$ cat src/logic/lcw_pkg.sv
// constants and types for the local connection word decoder
package lcw_pkg;
    // ------------------------------------------------------------
    // register map and sizes
    // ------------------------------------------------------------
    localparam int LCW_IDX_W = 5;
    localparam int LCW_CHANS = 32;
    localparam logic [7:0] LCW_REG_CONN = 8'h00;
    localparam logic [7:0] LCW_REG_CTRL = 8'h20;
    localparam logic [7:0] LCW_REG_STAT = 8'h21;
    localparam logic [7:0] LCW_REG_SEED = 8'h22;
    // ------------------------------------------------------------
    // connection word fields
    // ------------------------------------------------------------
    localparam int LCW_MODE_HI = 15;
    localparam int LCW_MODE_LO = 13;
    localparam int LCW_STRM_HI = 12;
    localparam int LCW_STRM_LO = 8;
    localparam int LCW_CHAN_HI = 7;
    localparam int LCW_CHAN_LO = 0;
    // control fields
    localparam int LCW_CTRL_RATE_LO = 0;
    localparam int LCW_CTRL_BP16 = 3;
    localparam int LCW_CTRL_RUN = 4;
    // ------------------------------------------------------------
    // reset values
    // ------------------------------------------------------------
    localparam logic [15:0] LCW_CONN_RST = 16'hC000;
    localparam logic [15:0] LCW_CTRL_RST = 16'h0000;
    localparam logic [7:0] LCW_SEED_RST = 8'h01;
    localparam logic [7:0] LCW_LFSR_TAPS = 8'hB8;
    // streams held low at 4 and 8 Mb/s local rates
    localparam logic [4:0] LCW_LOW_FIRST = 5'h13;
    localparam logic [4:0] LCW_LOW_LAST = 5'h1B;
    // selector widths per source rate
    localparam logic [3:0] LCW_SW_FULL = 4'h5;
    localparam logic [3:0] LCW_SW_HALF = 4'h4;
    localparam logic [3:0] LCW_CW_32 = 4'h5;
    localparam logic [3:0] LCW_CW_64 = 4'h6;
    localparam logic [3:0] LCW_CW_128 = 4'h7;
    localparam logic [3:0] LCW_CW_256 = 4'h8;
    // ------------------------------------------------------------
    // types
    // ------------------------------------------------------------
    typedef enum logic [2:0] {
        LCW_MODE_LOC_VAR = 3'b000,
        LCW_MODE_LOC_CONST = 3'b001,
        LCW_MODE_BP_VAR = 3'b010,
        LCW_MODE_BP_CONST = 3'b011,
        LCW_MODE_MESSAGE = 3'b100,
        LCW_MODE_PATTERN = 3'b101,
        LCW_MODE_FLOAT = 3'b110,
        LCW_MODE_RSVD = 3'b111
    } lcw_mode_t;
    typedef enum logic [2:0] {
        LCW_RATE_2M = 3'b000,
        LCW_RATE_4M = 3'b001,
        LCW_RATE_8M = 3'b010,
        LCW_RATE_SUB2 = 3'b011,
        LCW_RATE_SUB4 = 3'b100
    } lcw_rate_t;
    typedef enum logic [0:0] {
        LCW_SCAN_IDLE = 1'b0,
        LCW_SCAN_RUN = 1'b1
    } lcw_scan_t;
endpackage

$ cat src/logic/lcw_field_decode.sv
// field decoder for one local connection word
`timescale 1ns/1ps
`default_nettype none
module lcw_field_decode
    import lcw_pkg::*;
(
    input wire logic [15:0] connWord,
    input wire logic [2:0] localRate,
    input wire logic bp16,
    output logic [2:0] mode,
    output logic srcBackplane,
    output logic varDelay,
    output logic isMessage,
    output logic isPattern,
    output logic isFloat,
    output logic [4:0] srcStream,
    output logic [7:0] srcChannel
);
    // keeps the low n bits of a selector
    function automatic logic [7:0] keepLow(input logic [7:0] v,
                                           input logic [3:0] n);
        keepLow = v & ~(8'hFF << n);
    endfunction

    // ------------------------------------------------------------
    // mode decode
    // ------------------------------------------------------------
    wire lcw_mode_t modeField = lcw_mode_t'(connWord[LCW_MODE_HI:LCW_MODE_LO]);
    wire isSwitch = (modeField[2] == 1'b0);
    wire subRate = (localRate == LCW_RATE_SUB2) ||
                   (localRate == LCW_RATE_SUB4);
    assign mode = modeField;
    assign srcBackplane = (modeField == LCW_MODE_BP_VAR) ||
                          (modeField == LCW_MODE_BP_CONST);
    assign varDelay = (modeField == LCW_MODE_LOC_VAR) ||
                      (modeField == LCW_MODE_BP_VAR);
    assign isMessage = (modeField == LCW_MODE_MESSAGE);
    assign isPattern = (modeField == LCW_MODE_PATTERN);
    assign isFloat = (modeField == LCW_MODE_FLOAT) ||
                     (modeField == LCW_MODE_RSVD);

    // ------------------------------------------------------------
    // selector widths by source and rate
    // ------------------------------------------------------------
    wire [3:0] bpStreamW = bp16 ? LCW_SW_HALF : LCW_SW_FULL;
    wire [3:0] bpChanW = bp16 ? LCW_CW_256 : LCW_CW_128;
    wire [3:0] locStreamW = subRate ? LCW_SW_HALF : LCW_SW_FULL;
    wire [3:0] locChanW =
        (localRate == LCW_RATE_4M) ? LCW_CW_64 :
        (localRate == LCW_RATE_8M) ? LCW_CW_128 :
        (localRate == LCW_RATE_SUB2) ? LCW_CW_128 :
        (localRate == LCW_RATE_SUB4) ? LCW_CW_64 :
        LCW_CW_32;
    wire [3:0] streamW = srcBackplane ? bpStreamW : locStreamW;
    wire [3:0] chanW = srcBackplane ? bpChanW : locChanW;

    // ------------------------------------------------------------
    // masked selectors, zero outside switching modes
    // ------------------------------------------------------------
    wire [7:0] rawStream = {3'b000, connWord[LCW_STRM_HI:LCW_STRM_LO]};
    wire [7:0] maskStream = keepLow(rawStream, streamW);
    wire [7:0] maskChan = keepLow(connWord[LCW_CHAN_HI:LCW_CHAN_LO],
                                  chanW);
    assign srcStream = isSwitch ? maskStream[4:0] : 5'h00;
    assign srcChannel = isSwitch ? maskChan : 8'h00;
endmodule // lcw_field_decode
`default_nettype wire

$ cat src/logic/lcw_pair_buffer.sv
// two-entry buffer with valid and ready on both sides
`timescale 1ns/1ps
`default_nettype none
module lcw_pair_buffer #(
    parameter int WIDTH = 32
) (
    input wire logic mclk,
    input wire logic rst,
    input wire logic inValid,
    output logic inReady,
    input wire logic [WIDTH-1:0] inData,
    output logic outValid,
    input wire logic outReady,
    output logic [WIDTH-1:0] outData
);
    logic headValid_reg;
    logic tailValid_reg;
    logic [WIDTH-1:0] head_reg;
    logic [WIDTH-1:0] tail_reg;

    // handshake terms
    wire push = inValid && inReady;
    wire pop = headValid_reg && outReady;
    wire headFree = pop || !headValid_reg;
    assign inReady = !tailValid_reg;
    assign outValid = headValid_reg;
    assign outData = head_reg;

    // head takes the tail first, then the new word
    always_ff @(posedge mclk) begin
        if (rst) begin
            headValid_reg <= 1'b0;
            tailValid_reg <= 1'b0;
            head_reg <= '0;
            tail_reg <= '0;
        end else if (headFree) begin
            headValid_reg <= tailValid_reg || push;
            head_reg <= tailValid_reg ? tail_reg : inData;
            tailValid_reg <= 1'b0;
        end else if (push) begin
            tail_reg <= inData;
            tailValid_reg <= 1'b1;
        end
    end
endmodule // lcw_pair_buffer
`default_nettype wire

$ cat src/logic/lcw_decoder.sv
// local connection word store, scanner and channel record output
// ------------------------------------------------------------
// Notes on behaviour
// - mode codes: local/backplane, var/const, message, pattern, float
// - word bits 12..8 give source stream
// - word bits 7..0 give source channel
// - message mode sends only low byte
// - backplane 8M: five stream bits, seven channel
// - backplane 16M: four stream bits, eight channel
// - local 2M: five stream bits, five channel
// - local 4M: five stream bits, six channel
// - local 8M: five stream bits, seven channel
// - 2-bit subrate: four stream, seven channel bits
// - 4-bit subrate: four stream, six channel bits
// - 4M/8M local: outputs 19 to 27 held low
// ------------------------------------------------------------
//
// The strobed register port and the placing of the registers were chosen for this implementation.
`timescale 1ns/1ps
`default_nettype none
module lcw_decoder
    import lcw_pkg::*;
(
    input wire logic mclk,
    input wire logic rst,
    input wire logic [7:0] regAddr,
    input wire logic [15:0] regWrData,
    input wire logic regWr,
    input wire logic regRd,
    output logic [15:0] regRdData,
    output logic chanValid,
    input wire logic chanReady,
    output logic [4:0] chanOutIdx,
    output logic [2:0] chanMode,
    output logic chanSrcBackplane,
    output logic chanVarDelay,
    output logic [4:0] chanSrcStream,
    output logic [7:0] chanSrcChannel,
    output logic [7:0] chanData,
    output logic chanFloat,
    output logic chanDrive
);
    // ------------------------------------------------------------
    // storage
    // ------------------------------------------------------------
    localparam int REC_W = 33;
    logic [15:0] connMem_reg [LCW_CHANS];
    logic [15:0] ctrl_reg;
    logic [7:0] lfsr_reg;
    logic [7:0] lfsr_next;
    logic [LCW_IDX_W-1:0] scanIdx_reg;
    logic [LCW_IDX_W-1:0] scanIdx_next;
    logic [7:0] frameCount_reg;
    logic [2:0] lastMode_reg;
    logic [15:0] rdData_reg;
    logic [15:0] rdData_next;
    lcw_scan_t scanState_reg;
    lcw_scan_t scanState_next;

    // ------------------------------------------------------------
    // register decode
    // ------------------------------------------------------------
    // connection words fill the first 32 addresses
    wire hitConn = (regAddr[7:LCW_IDX_W] == LCW_REG_CONN[7:LCW_IDX_W]);
    wire hitCtrl = (regAddr == LCW_REG_CTRL);
    wire hitStat = (regAddr == LCW_REG_STAT);
    wire hitSeed = (regAddr == LCW_REG_SEED);
    wire [LCW_IDX_W-1:0] memIdx = regAddr[LCW_IDX_W-1:0];
    wire wrConn = regWr && hitConn;
    wire wrCtrl = regWr && hitCtrl;
    wire wrSeed = regWr && hitSeed;

    // control fields
    wire [2:0] localRate = ctrl_reg[LCW_CTRL_RATE_LO+2:LCW_CTRL_RATE_LO];
    wire bp16 = ctrl_reg[LCW_CTRL_BP16];
    wire runEn = ctrl_reg[LCW_CTRL_RUN];
    wire lowRate = (localRate == LCW_RATE_4M) ||
                   (localRate == LCW_RATE_8M);

    // ------------------------------------------------------------
    // connection memory and control writes
    // ------------------------------------------------------------
    // reset leaves every channel floating
    always_ff @(posedge mclk) begin
        if (rst) begin
            for (int i = 0; i < LCW_CHANS; i++) begin
                connMem_reg[i] <= LCW_CONN_RST;
            end
        end else if (wrConn) begin
            connMem_reg[memIdx] <= regWrData;
        end
    end

    // control register
    always_ff @(posedge mclk) begin
        if (rst) begin
            ctrl_reg <= LCW_CTRL_RST;
        end else if (wrCtrl) begin
            ctrl_reg <= regWrData;
        end
    end

    // ------------------------------------------------------------
    // scanner
    // ------------------------------------------------------------
    logic bufReady;
    wire issue = (scanState_reg == LCW_SCAN_RUN) && bufReady;
    wire lastIdx = (scanIdx_reg == LCW_IDX_W'(LCW_CHANS - 1));

    // scan state and next index
    always_comb begin
        scanState_next = scanState_reg;
        scanIdx_next = scanIdx_reg;
        case (scanState_reg)
            LCW_SCAN_IDLE: begin
                if (runEn) begin
                    scanState_next = LCW_SCAN_RUN;
                end
                scanIdx_next = '0;
            end
            LCW_SCAN_RUN: begin
                if (issue) begin
                    scanIdx_next = scanIdx_reg + 1'b1;
                end
                // stop only at a frame boundary
                if (!runEn && issue && lastIdx) begin
                    scanState_next = LCW_SCAN_IDLE;
                end
            end
            default: begin
                scanState_next = LCW_SCAN_IDLE;
            end
        endcase
    end

    // scan registers
    always_ff @(posedge mclk) begin
        if (rst) begin
            scanState_reg <= LCW_SCAN_IDLE;
            scanIdx_reg <= '0;
        end else begin
            scanState_reg <= scanState_next;
            scanIdx_reg <= scanIdx_next;
        end
    end

    // ------------------------------------------------------------
    // word decode for the channel in scan
    // ------------------------------------------------------------
    wire [15:0] curWord = connMem_reg[scanIdx_reg];
    logic [2:0] decMode;
    logic decBackplane;
    logic decVarDelay;
    logic decMessage;
    logic decPattern;
    logic decFloat;
    logic [4:0] decStream;
    logic [7:0] decChannel;

    lcw_field_decode u_decode (
        .connWord(curWord),
        .localRate(localRate),
        .bp16(bp16),
        .mode(decMode),
        .srcBackplane(decBackplane),
        .varDelay(decVarDelay),
        .isMessage(decMessage),
        .isPattern(decPattern),
        .isFloat(decFloat),
        .srcStream(decStream),
        .srcChannel(decChannel)
    );

    // ------------------------------------------------------------
    // test pattern generator
    // ------------------------------------------------------------
    // steps once per pattern channel issued
    assign lfsr_next = lfsr_reg[0] ? ((lfsr_reg >> 1) ^ LCW_LFSR_TAPS)
                                   : (lfsr_reg >> 1);
    always_ff @(posedge mclk) begin
        if (rst) begin
            lfsr_reg <= LCW_SEED_RST;
        end else if (wrSeed) begin
            lfsr_reg <= regWrData[7:0];
        end else if (issue && decPattern) begin
            lfsr_reg <= lfsr_next;
        end
    end

    // ------------------------------------------------------------
    // channel record
    // ------------------------------------------------------------
    // unused streams at 4M and 8M are driven low
    wire forceLow = lowRate && (scanIdx_reg >= LCW_LOW_FIRST) &&
                    (scanIdx_reg <= LCW_LOW_LAST);
    wire [7:0] msgByte = curWord[LCW_CHAN_HI:LCW_CHAN_LO];
    wire [7:0] dataByte =
        forceLow ? 8'h00 :
        decMessage ? msgByte :
        decPattern ? lfsr_reg :
        8'h00;
    wire recFloat = decFloat && !forceLow;
    wire recDrive = !recFloat;
    wire [REC_W-1:0] record = {
        scanIdx_reg,
        decMode,
        decBackplane,
        decVarDelay,
        decStream,
        decChannel,
        dataByte,
        recFloat,
        recDrive
    };
    wire [REC_W-1:0] outRec;

    // two-entry buffer toward the stream side
    lcw_pair_buffer #(
        .WIDTH(REC_W)
    ) u_buffer (
        .mclk(mclk),
        .rst(rst),
        .inValid(issue),
        .inReady(bufReady),
        .inData(record),
        .outValid(chanValid),
        .outReady(chanReady),
        .outData(outRec)
    );

    // split the buffered record onto ports
    assign chanOutIdx = outRec[32:28];
    assign chanMode = outRec[27:25];
    assign chanSrcBackplane = outRec[24];
    assign chanVarDelay = outRec[23];
    assign chanSrcStream = outRec[22:18];
    assign chanSrcChannel = outRec[17:10];
    assign chanData = outRec[9:2];
    assign chanFloat = outRec[1];
    assign chanDrive = outRec[0];

    // ------------------------------------------------------------
    // status
    // ------------------------------------------------------------
    // frame count and last mode issued
    always_ff @(posedge mclk) begin
        if (rst) begin
            frameCount_reg <= '0;
            lastMode_reg <= '0;
        end else if (issue) begin
            lastMode_reg <= decMode;
            if (lastIdx) begin
                frameCount_reg <= frameCount_reg + 1'b1;
            end
        end
    end

    wire [15:0] statWord = {
        frameCount_reg,
        3'b000,
        lastMode_reg,
        !bufReady,
        scanState_reg == LCW_SCAN_RUN
    };

    // ------------------------------------------------------------
    // read path
    // ------------------------------------------------------------
    // unmapped addresses read as zero
    always_comb begin
        rdData_next = 16'h0000;
        if (regRd) begin
            if (hitConn) begin
                rdData_next = connMem_reg[memIdx];
            end else if (hitCtrl) begin
                rdData_next = ctrl_reg;
            end else if (hitStat) begin
                rdData_next = statWord;
            end else if (hitSeed) begin
                rdData_next = {8'h00, lfsr_reg};
            end
        end
    end

    // read data stands one cycle after the strobe
    always_ff @(posedge mclk) begin
        if (rst) begin
            rdData_reg <= 16'h0000;
        end else begin
            rdData_reg <= rdData_next;
        end
    end
    assign regRdData = rdData_reg;
endmodule // lcw_decoder
`default_nettype wire

$ cat config.mk
export PLATFORM = sky130hd
export DESIGN_NAME = lcw_decoder
export DESIGN_NICKNAME = d
export VERILOG_FILES = /design/src/logic/lcw_pkg.sv /design/src/logic/lcw_field_decode.sv /design/src/logic/lcw_pair_buffer.sv /design/src/logic/lcw_decoder.sv
export SDC_FILE = /design/constraint.sdc
export NUM_CORES = 1
export LEC_CHECK = 0
export BUFFER_PORTS_ARGS = -buffer_cell sky130_fd_sc_hd__buf_4
export CORE_ASPECT_RATIO = 0.9
export CORE_UTILIZATION = 55
export CTS_BUF_LIST = sky130_fd_sc_hd__clkbuf_16
export CTS_CLUSTER_SIZE = 28
export DETAILED_ROUTE_END_ITERATION = 8
export GPL_TIMING_DRIVEN = 1
export PLACE_DENSITY = 0.71
export SLEW_MARGIN = 20
export SYNTH_ARGS = -nofsm -noshare
export SYNTH_HDL_FRONTEND = slang
export SYNTH_HIERARCHICAL = 1
export SYNTH_SLANG_ARGS = --single-unit
$ cat constraint.sdc
create_clock -name mclk -period 4.75 [get_ports mclk]
set_input_delay 0.95 -clock mclk [delete_from_list [all_inputs] [get_ports mclk]]
set_output_delay 0.95 -clock mclk [all_outputs]
set_load 0.05 [all_outputs]
**After elaboration in Yosys (flattened, before gate mapping)**

Memory sizes are Yosys's and may differ from the RTL's. A register that Yosys moved wholly into a read port is not among the register bits.
Index checks and enable logic that the tools add are counted.

- Bits in registers: 125
- Output and inout bits: 50
- Word-level logic and storage cells: 110
- RAM bits: 512
- Memories: 1

- Equality and inequality tests: 15
- Order comparisons: 2
- Bitwise operators: 8
- Mux-type cells: 37
- Reductions and logical operators: 32
- Shift-type cells: 2
- $add $sub $neg: 2

Memory list:

| name | depth | bits a word | read ports | clocked after Yosys merged registers in | write ports | RTL line | RTL |
|---|---|---|---|---|---|---|---|
| connMem_reg | 32 | 16 | 2 | 1 | 32 | lcw_decoder.sv:47 | `logic [15:0] connMem_reg [LCW_CHANS];` |

Operators by type and width:

| kind | count |
|---|---|
| two-way mux 16 bit | 4 |
| two-way mux 8 bit | 8 |
| two-way mux 33 bit | 1 |
| two-way mux 5 bit | 5 |
| equality test 8 x 6 -> 1 bit, second input constant | 3 |
| two-way mux 4 bit | 6 |
| OR reduction 16 bit | 1 |
| equality test 3 bit, second input constant | 5 |
| equality test 3 x 2 -> 1 bit, second input constant | 4 |
| logical AND 1 bit | 12 |
| two-way mux 1 bit | 10 |
| case mux 5 bit (2 select lines) | 1 |
| adder 8 x 1 -> 8 bit, second input constant | 1 |
| bitwise AND 8 bit | 1 |
| inverter 8 bit | 1 |
| left shift 8 x 4 -> 5 bit, first input constant | 1 |
| left shift 8 x 4 -> 8 bit, first input constant | 1 |
| logical OR 1 bit | 7 |
| zero test 3 bit | 2 |
| adder 5 x 1 -> 5 bit, second input constant | 1 |
| bitwise AND 5 bit | 1 |
| equality test 5 bit, second input constant | 1 |
| greater-or-equal comparator 5 bit, second input constant | 1 |
| less-or-equal comparator 5 bit, second input constant | 1 |
| other kinds (11) | 19 |

**Depth between registers and ports, before layout**

- Word-level depth: 11
- Depth in mapped cells: 14

**Cells and area by module**

The synthesis kept the hierarchy.

Modules (own cells, without submodules):

| module | cells each | area each (µm²) | instances |
|---|---|---|---|
| lcw_decoder | 2,094 | 30,212.7 | 1 |
| lcw_pair_buffer | 302 | 3,195.6 | 1 |
| lcw_field_decode | 32 | 210.2 | 1 |

**Worst setup path after synthesis**

Ideal clock, no wire load.

- Path type: register to register
- Start point: reg (tool-made name)
- End point: reg u_buffer.head_reg[2] (netlist: u_buffer/outData[2])
- Path buffers: 3
- Path slack: 1.261 ns
- Stages on the path, launching flop included: 12
- Data required time: 4.664 ns
- Data arrival time: 3.404 ns
- Library setup time: 0.086 ns
- Path through: dfxtp_1 > buf_2 > buf_4 > buf_1 > mux4_2 > mux4_2 > mux2_2 > nor3b_1 > o21ai_1 > o41ai_1 > mux2i_1 > a211oi_1

RTL lines:

| item | RTL line | RTL |
|---|---|---|
| end signal: assignment | lcw_pair_buffer.sv:38 | `head_reg <= tailValid_reg ? tail_reg : inData;` |
| end: declaration | lcw_pair_buffer.sv:18 | `logic [WIDTH-1:0] head_reg;` |

==> reports/qor.yml <==
synthDistinctLibCells: 63
synth_top_cell_by_area: "edfxtp_1"
fin_hold_ws_ns: 0.4592
postRouteAntennaNets: 0
synth_flop_cell: "edfxtp_1"
nNetsFinal: 2442
hpwlAfterDp_mm: 68.11
grt_use_total_pct: 33.57
cp_max_fo: 39
start_util_pct: 55.95
die_y_um: 236.5
slew_headroom_pct: 11.03
endpoint_kind: "register"
drtPass1Iterations: 6
synth.cell_area_um2: 33620
grt_start_max_net_pins: 173
worst_pin_slew_ns: 1.332
die_area_um2: 62120
post_drt_wl_per_cell_um: 31.82
overflow: 0
post-synth-top-count-cell: "edfxtp_1"
required_ns: 5.27
grt_pass1_wl_mm: 150.4
synth_edf_count: 512
ctsResizeCount: 0
rows: 85
final.period_utilization_pct: 86.92
drive_gt1_share_pct: 24.39
cts_tree: "built"
seqPwrFrac_pct: 50.9
clkSlewWorstSetupHoldPaths_ns: 0.06
syn-num-nets: 2460
combPwrFrac_pct: 8.2
drv_slew: 0
yosysSeqAreaShare_pct: 53.47
internal-power_mw: 9.601
crit_arrival_ns: 4.64
layout_setup_ws_ns: 0.6214
p_sw_mw: 3.028
core-area_um2: 60090
hold_path.startpoint: "ctrl_reg[11]"
port_buffers: 78
ir_drop_v: 0.0002097
async_flop_share_pct: 0
fin_skew_ns: 0.02309
tns_ns: 0
hold_path_class: "register to register"
area_delta_synth_final_pct: 9.643
antenna_found_initial: 2
place_congestion: 0.9305
dieWidth_um: 262.6
clock_sinks: 642
clock-root-buffer: "clkbuf_16"
yosys_warnings: 6
htreeDepth: 3
cp-start-kind: "register"
wl_mm: 103.4
largest_reg_flops: 512
drt_iter0_markers: 3274
leakage_nw: 12.30
yosys_register_bits: 642
pre_cts_slack_ns: 0.6914
ios: 79
clkPwrFrac_pct: 40.9
synthTopCellsByCount: "512 x edfxtp_1, 449 x and2_1, 272 x mux4_2"
synthCells: 2428
num_vias: 22280
synth.area.top_cells: "edfxtp_1 46%, mux4_2 18%, and2_1 8.4%, dfxtp_1 7.7%, mux2i_1 2.3%"
numCtsBuffers: 69
vias_per_cell: 6.860
avgSynthCellArea_um2: 13.85
swShare_pct: 23.97
drv_cap: 0
fin_crit_ns: 4.129
p_per_area_nw_per_um2: 342.6
hold_viol: 0
clk_latency_ns: 0.62
clock.fmax_ghz: 0.2422
cts_hold_buf: 0
status: "finished, final reports clean"
synth_top_area_share_pct: 45.73
cts.path.max_buffers: 3
rsz0062_at_grt: "no"
path_class: "register to register"
first_global_vias: 21760
post_cts_buffers: 0
setup_viol: 0
drc: 0
## power by group through the flow
stage / combinational, mW / sequential, mW / clock (mW)
floorplan: 0.623 / 6.52 / 0
global placement: 1.00 / 6.52 / 0
detailed placement: 1.01 / 6.54 / 0
CTS: 1.02 / 6.42 / 5.19
global route: 1.06 / 6.45 / 5.38
finish: 1.03 / 6.43 / 5.17
## placed cells by master (no fill, tap or decap), types with 10 or more instances in the layout
cell type / Yosys / final
a21oi_1: 36 / 36
a22oi_1: 19 / 19
clkbuf_16: 0 / 72
a211oi_1: 51 / 51
nor3b_1: 37 / 36
o211ai_1: 15 / 15
nor2_1: 55 / 55
clkinv_2: 0 / 10
mux2i_1: 78 / 78
and2_1: 449 / 449
and3_1: 16 / 16
nand3_1: 38 / 38
edfxtp_1: 512 / 512
clkinv_1: 1 / 12
a221oi_1: 17 / 17
or3_1: 59 / 59
nor3_1: 20 / 14
mux2_2: 29 / 29
mux4_2: 272 / 272
nor2b_1: 40 / 38
nand2_1: 63 / 63
dfxtp_1: 130 / 126
buf_4: 17 / 151
inv_1: 9 / 31
nand4_1: 17 / 17
or2_2: 33 / 33
nand2b_1: 82 / 82
## critical path, cell delays in order, from the launching register on
cell	delay [ns]
dfxtp_4	0.85
mux4_2	0.60
mux4_2	0.50
mux2_2	0.45
nor3b_1	0.30
o21ai_1	0.28
o41ai_1	0.62
mux2i_1	0.13
a211oi_1	0.25
## layout make-up
| type | instances | area (um2) |
|---|---|---|
| Tap cell | 783 | 979.7 |
| Inverter | 10 | 37.54 |
| Fill cell | 4512 | 23230 |
| Antenna cell | 1 | 2.502 |
| Timing Repair Buffer | 158 | 1259 |
| Clock buffer | 72 | 1802 |
| Clock inverter | 53 | 317.8 |
| Sequential cell | 642 | 17990 |
| Multi-Input combinational cell | 1529 | 14470 |
## cells by family (layout without fill, tap and decap cells)
logic type | Yosys count | count (layout) | share of synthesized area (%)
buffers and inverters | 257 | 293 | 3.595
xor gates and xnor gates | 13 | 13 | 0.3387
adders and majority gates | 3 | 3 | 0.1117
AOI/OAI and AO/OA | 212 | 212 | 4.663
and+or+nand+nor | 922 | 922 | 16.30
muxes | 379 | 379 | 21.52
other | 0 | 1 | 0
DFF | 642 | 642 | 53.47
## through the flow
stage	instance area [um2]	power [mW]	utilization (%)	cells
6_report	36860	12.63	61.34	3248
4_1_cts	36860	12.63	61.34	3247
5_1_grt	36860	12.90	61.34	3247
2_1_floorplan	33620	7.138	-	2428
3_5_place_dp	34740	7.554	57.81	3122
3_3_place_gp	34740	7.522	57.81	3122
## worst paths after layout
path	slack, ns	cells after the start	end
worst max-delay path	0.62	8	u_buffer/outData[9]
worst min-delay path	0.46	2	ctrl_reg[11]
worst max register to register	0.62	8	u_buffer/outData[9]
worst min register to register	0.46	2	ctrl_reg[11]
## per-layer routing
metal | vias to the layer above | routed length (um) | GRT usage [%]
met5 | - | 12 | 0
met4 | 2 | 4479 | 13.62
met3 | 225 | 12910 | 8.652
met2 | 1500 | 47040 | 51.07
met1 | 11350 | 38920 | 46.35
li1 | 9208 | - | -
(Power assumes the default switching activity.)
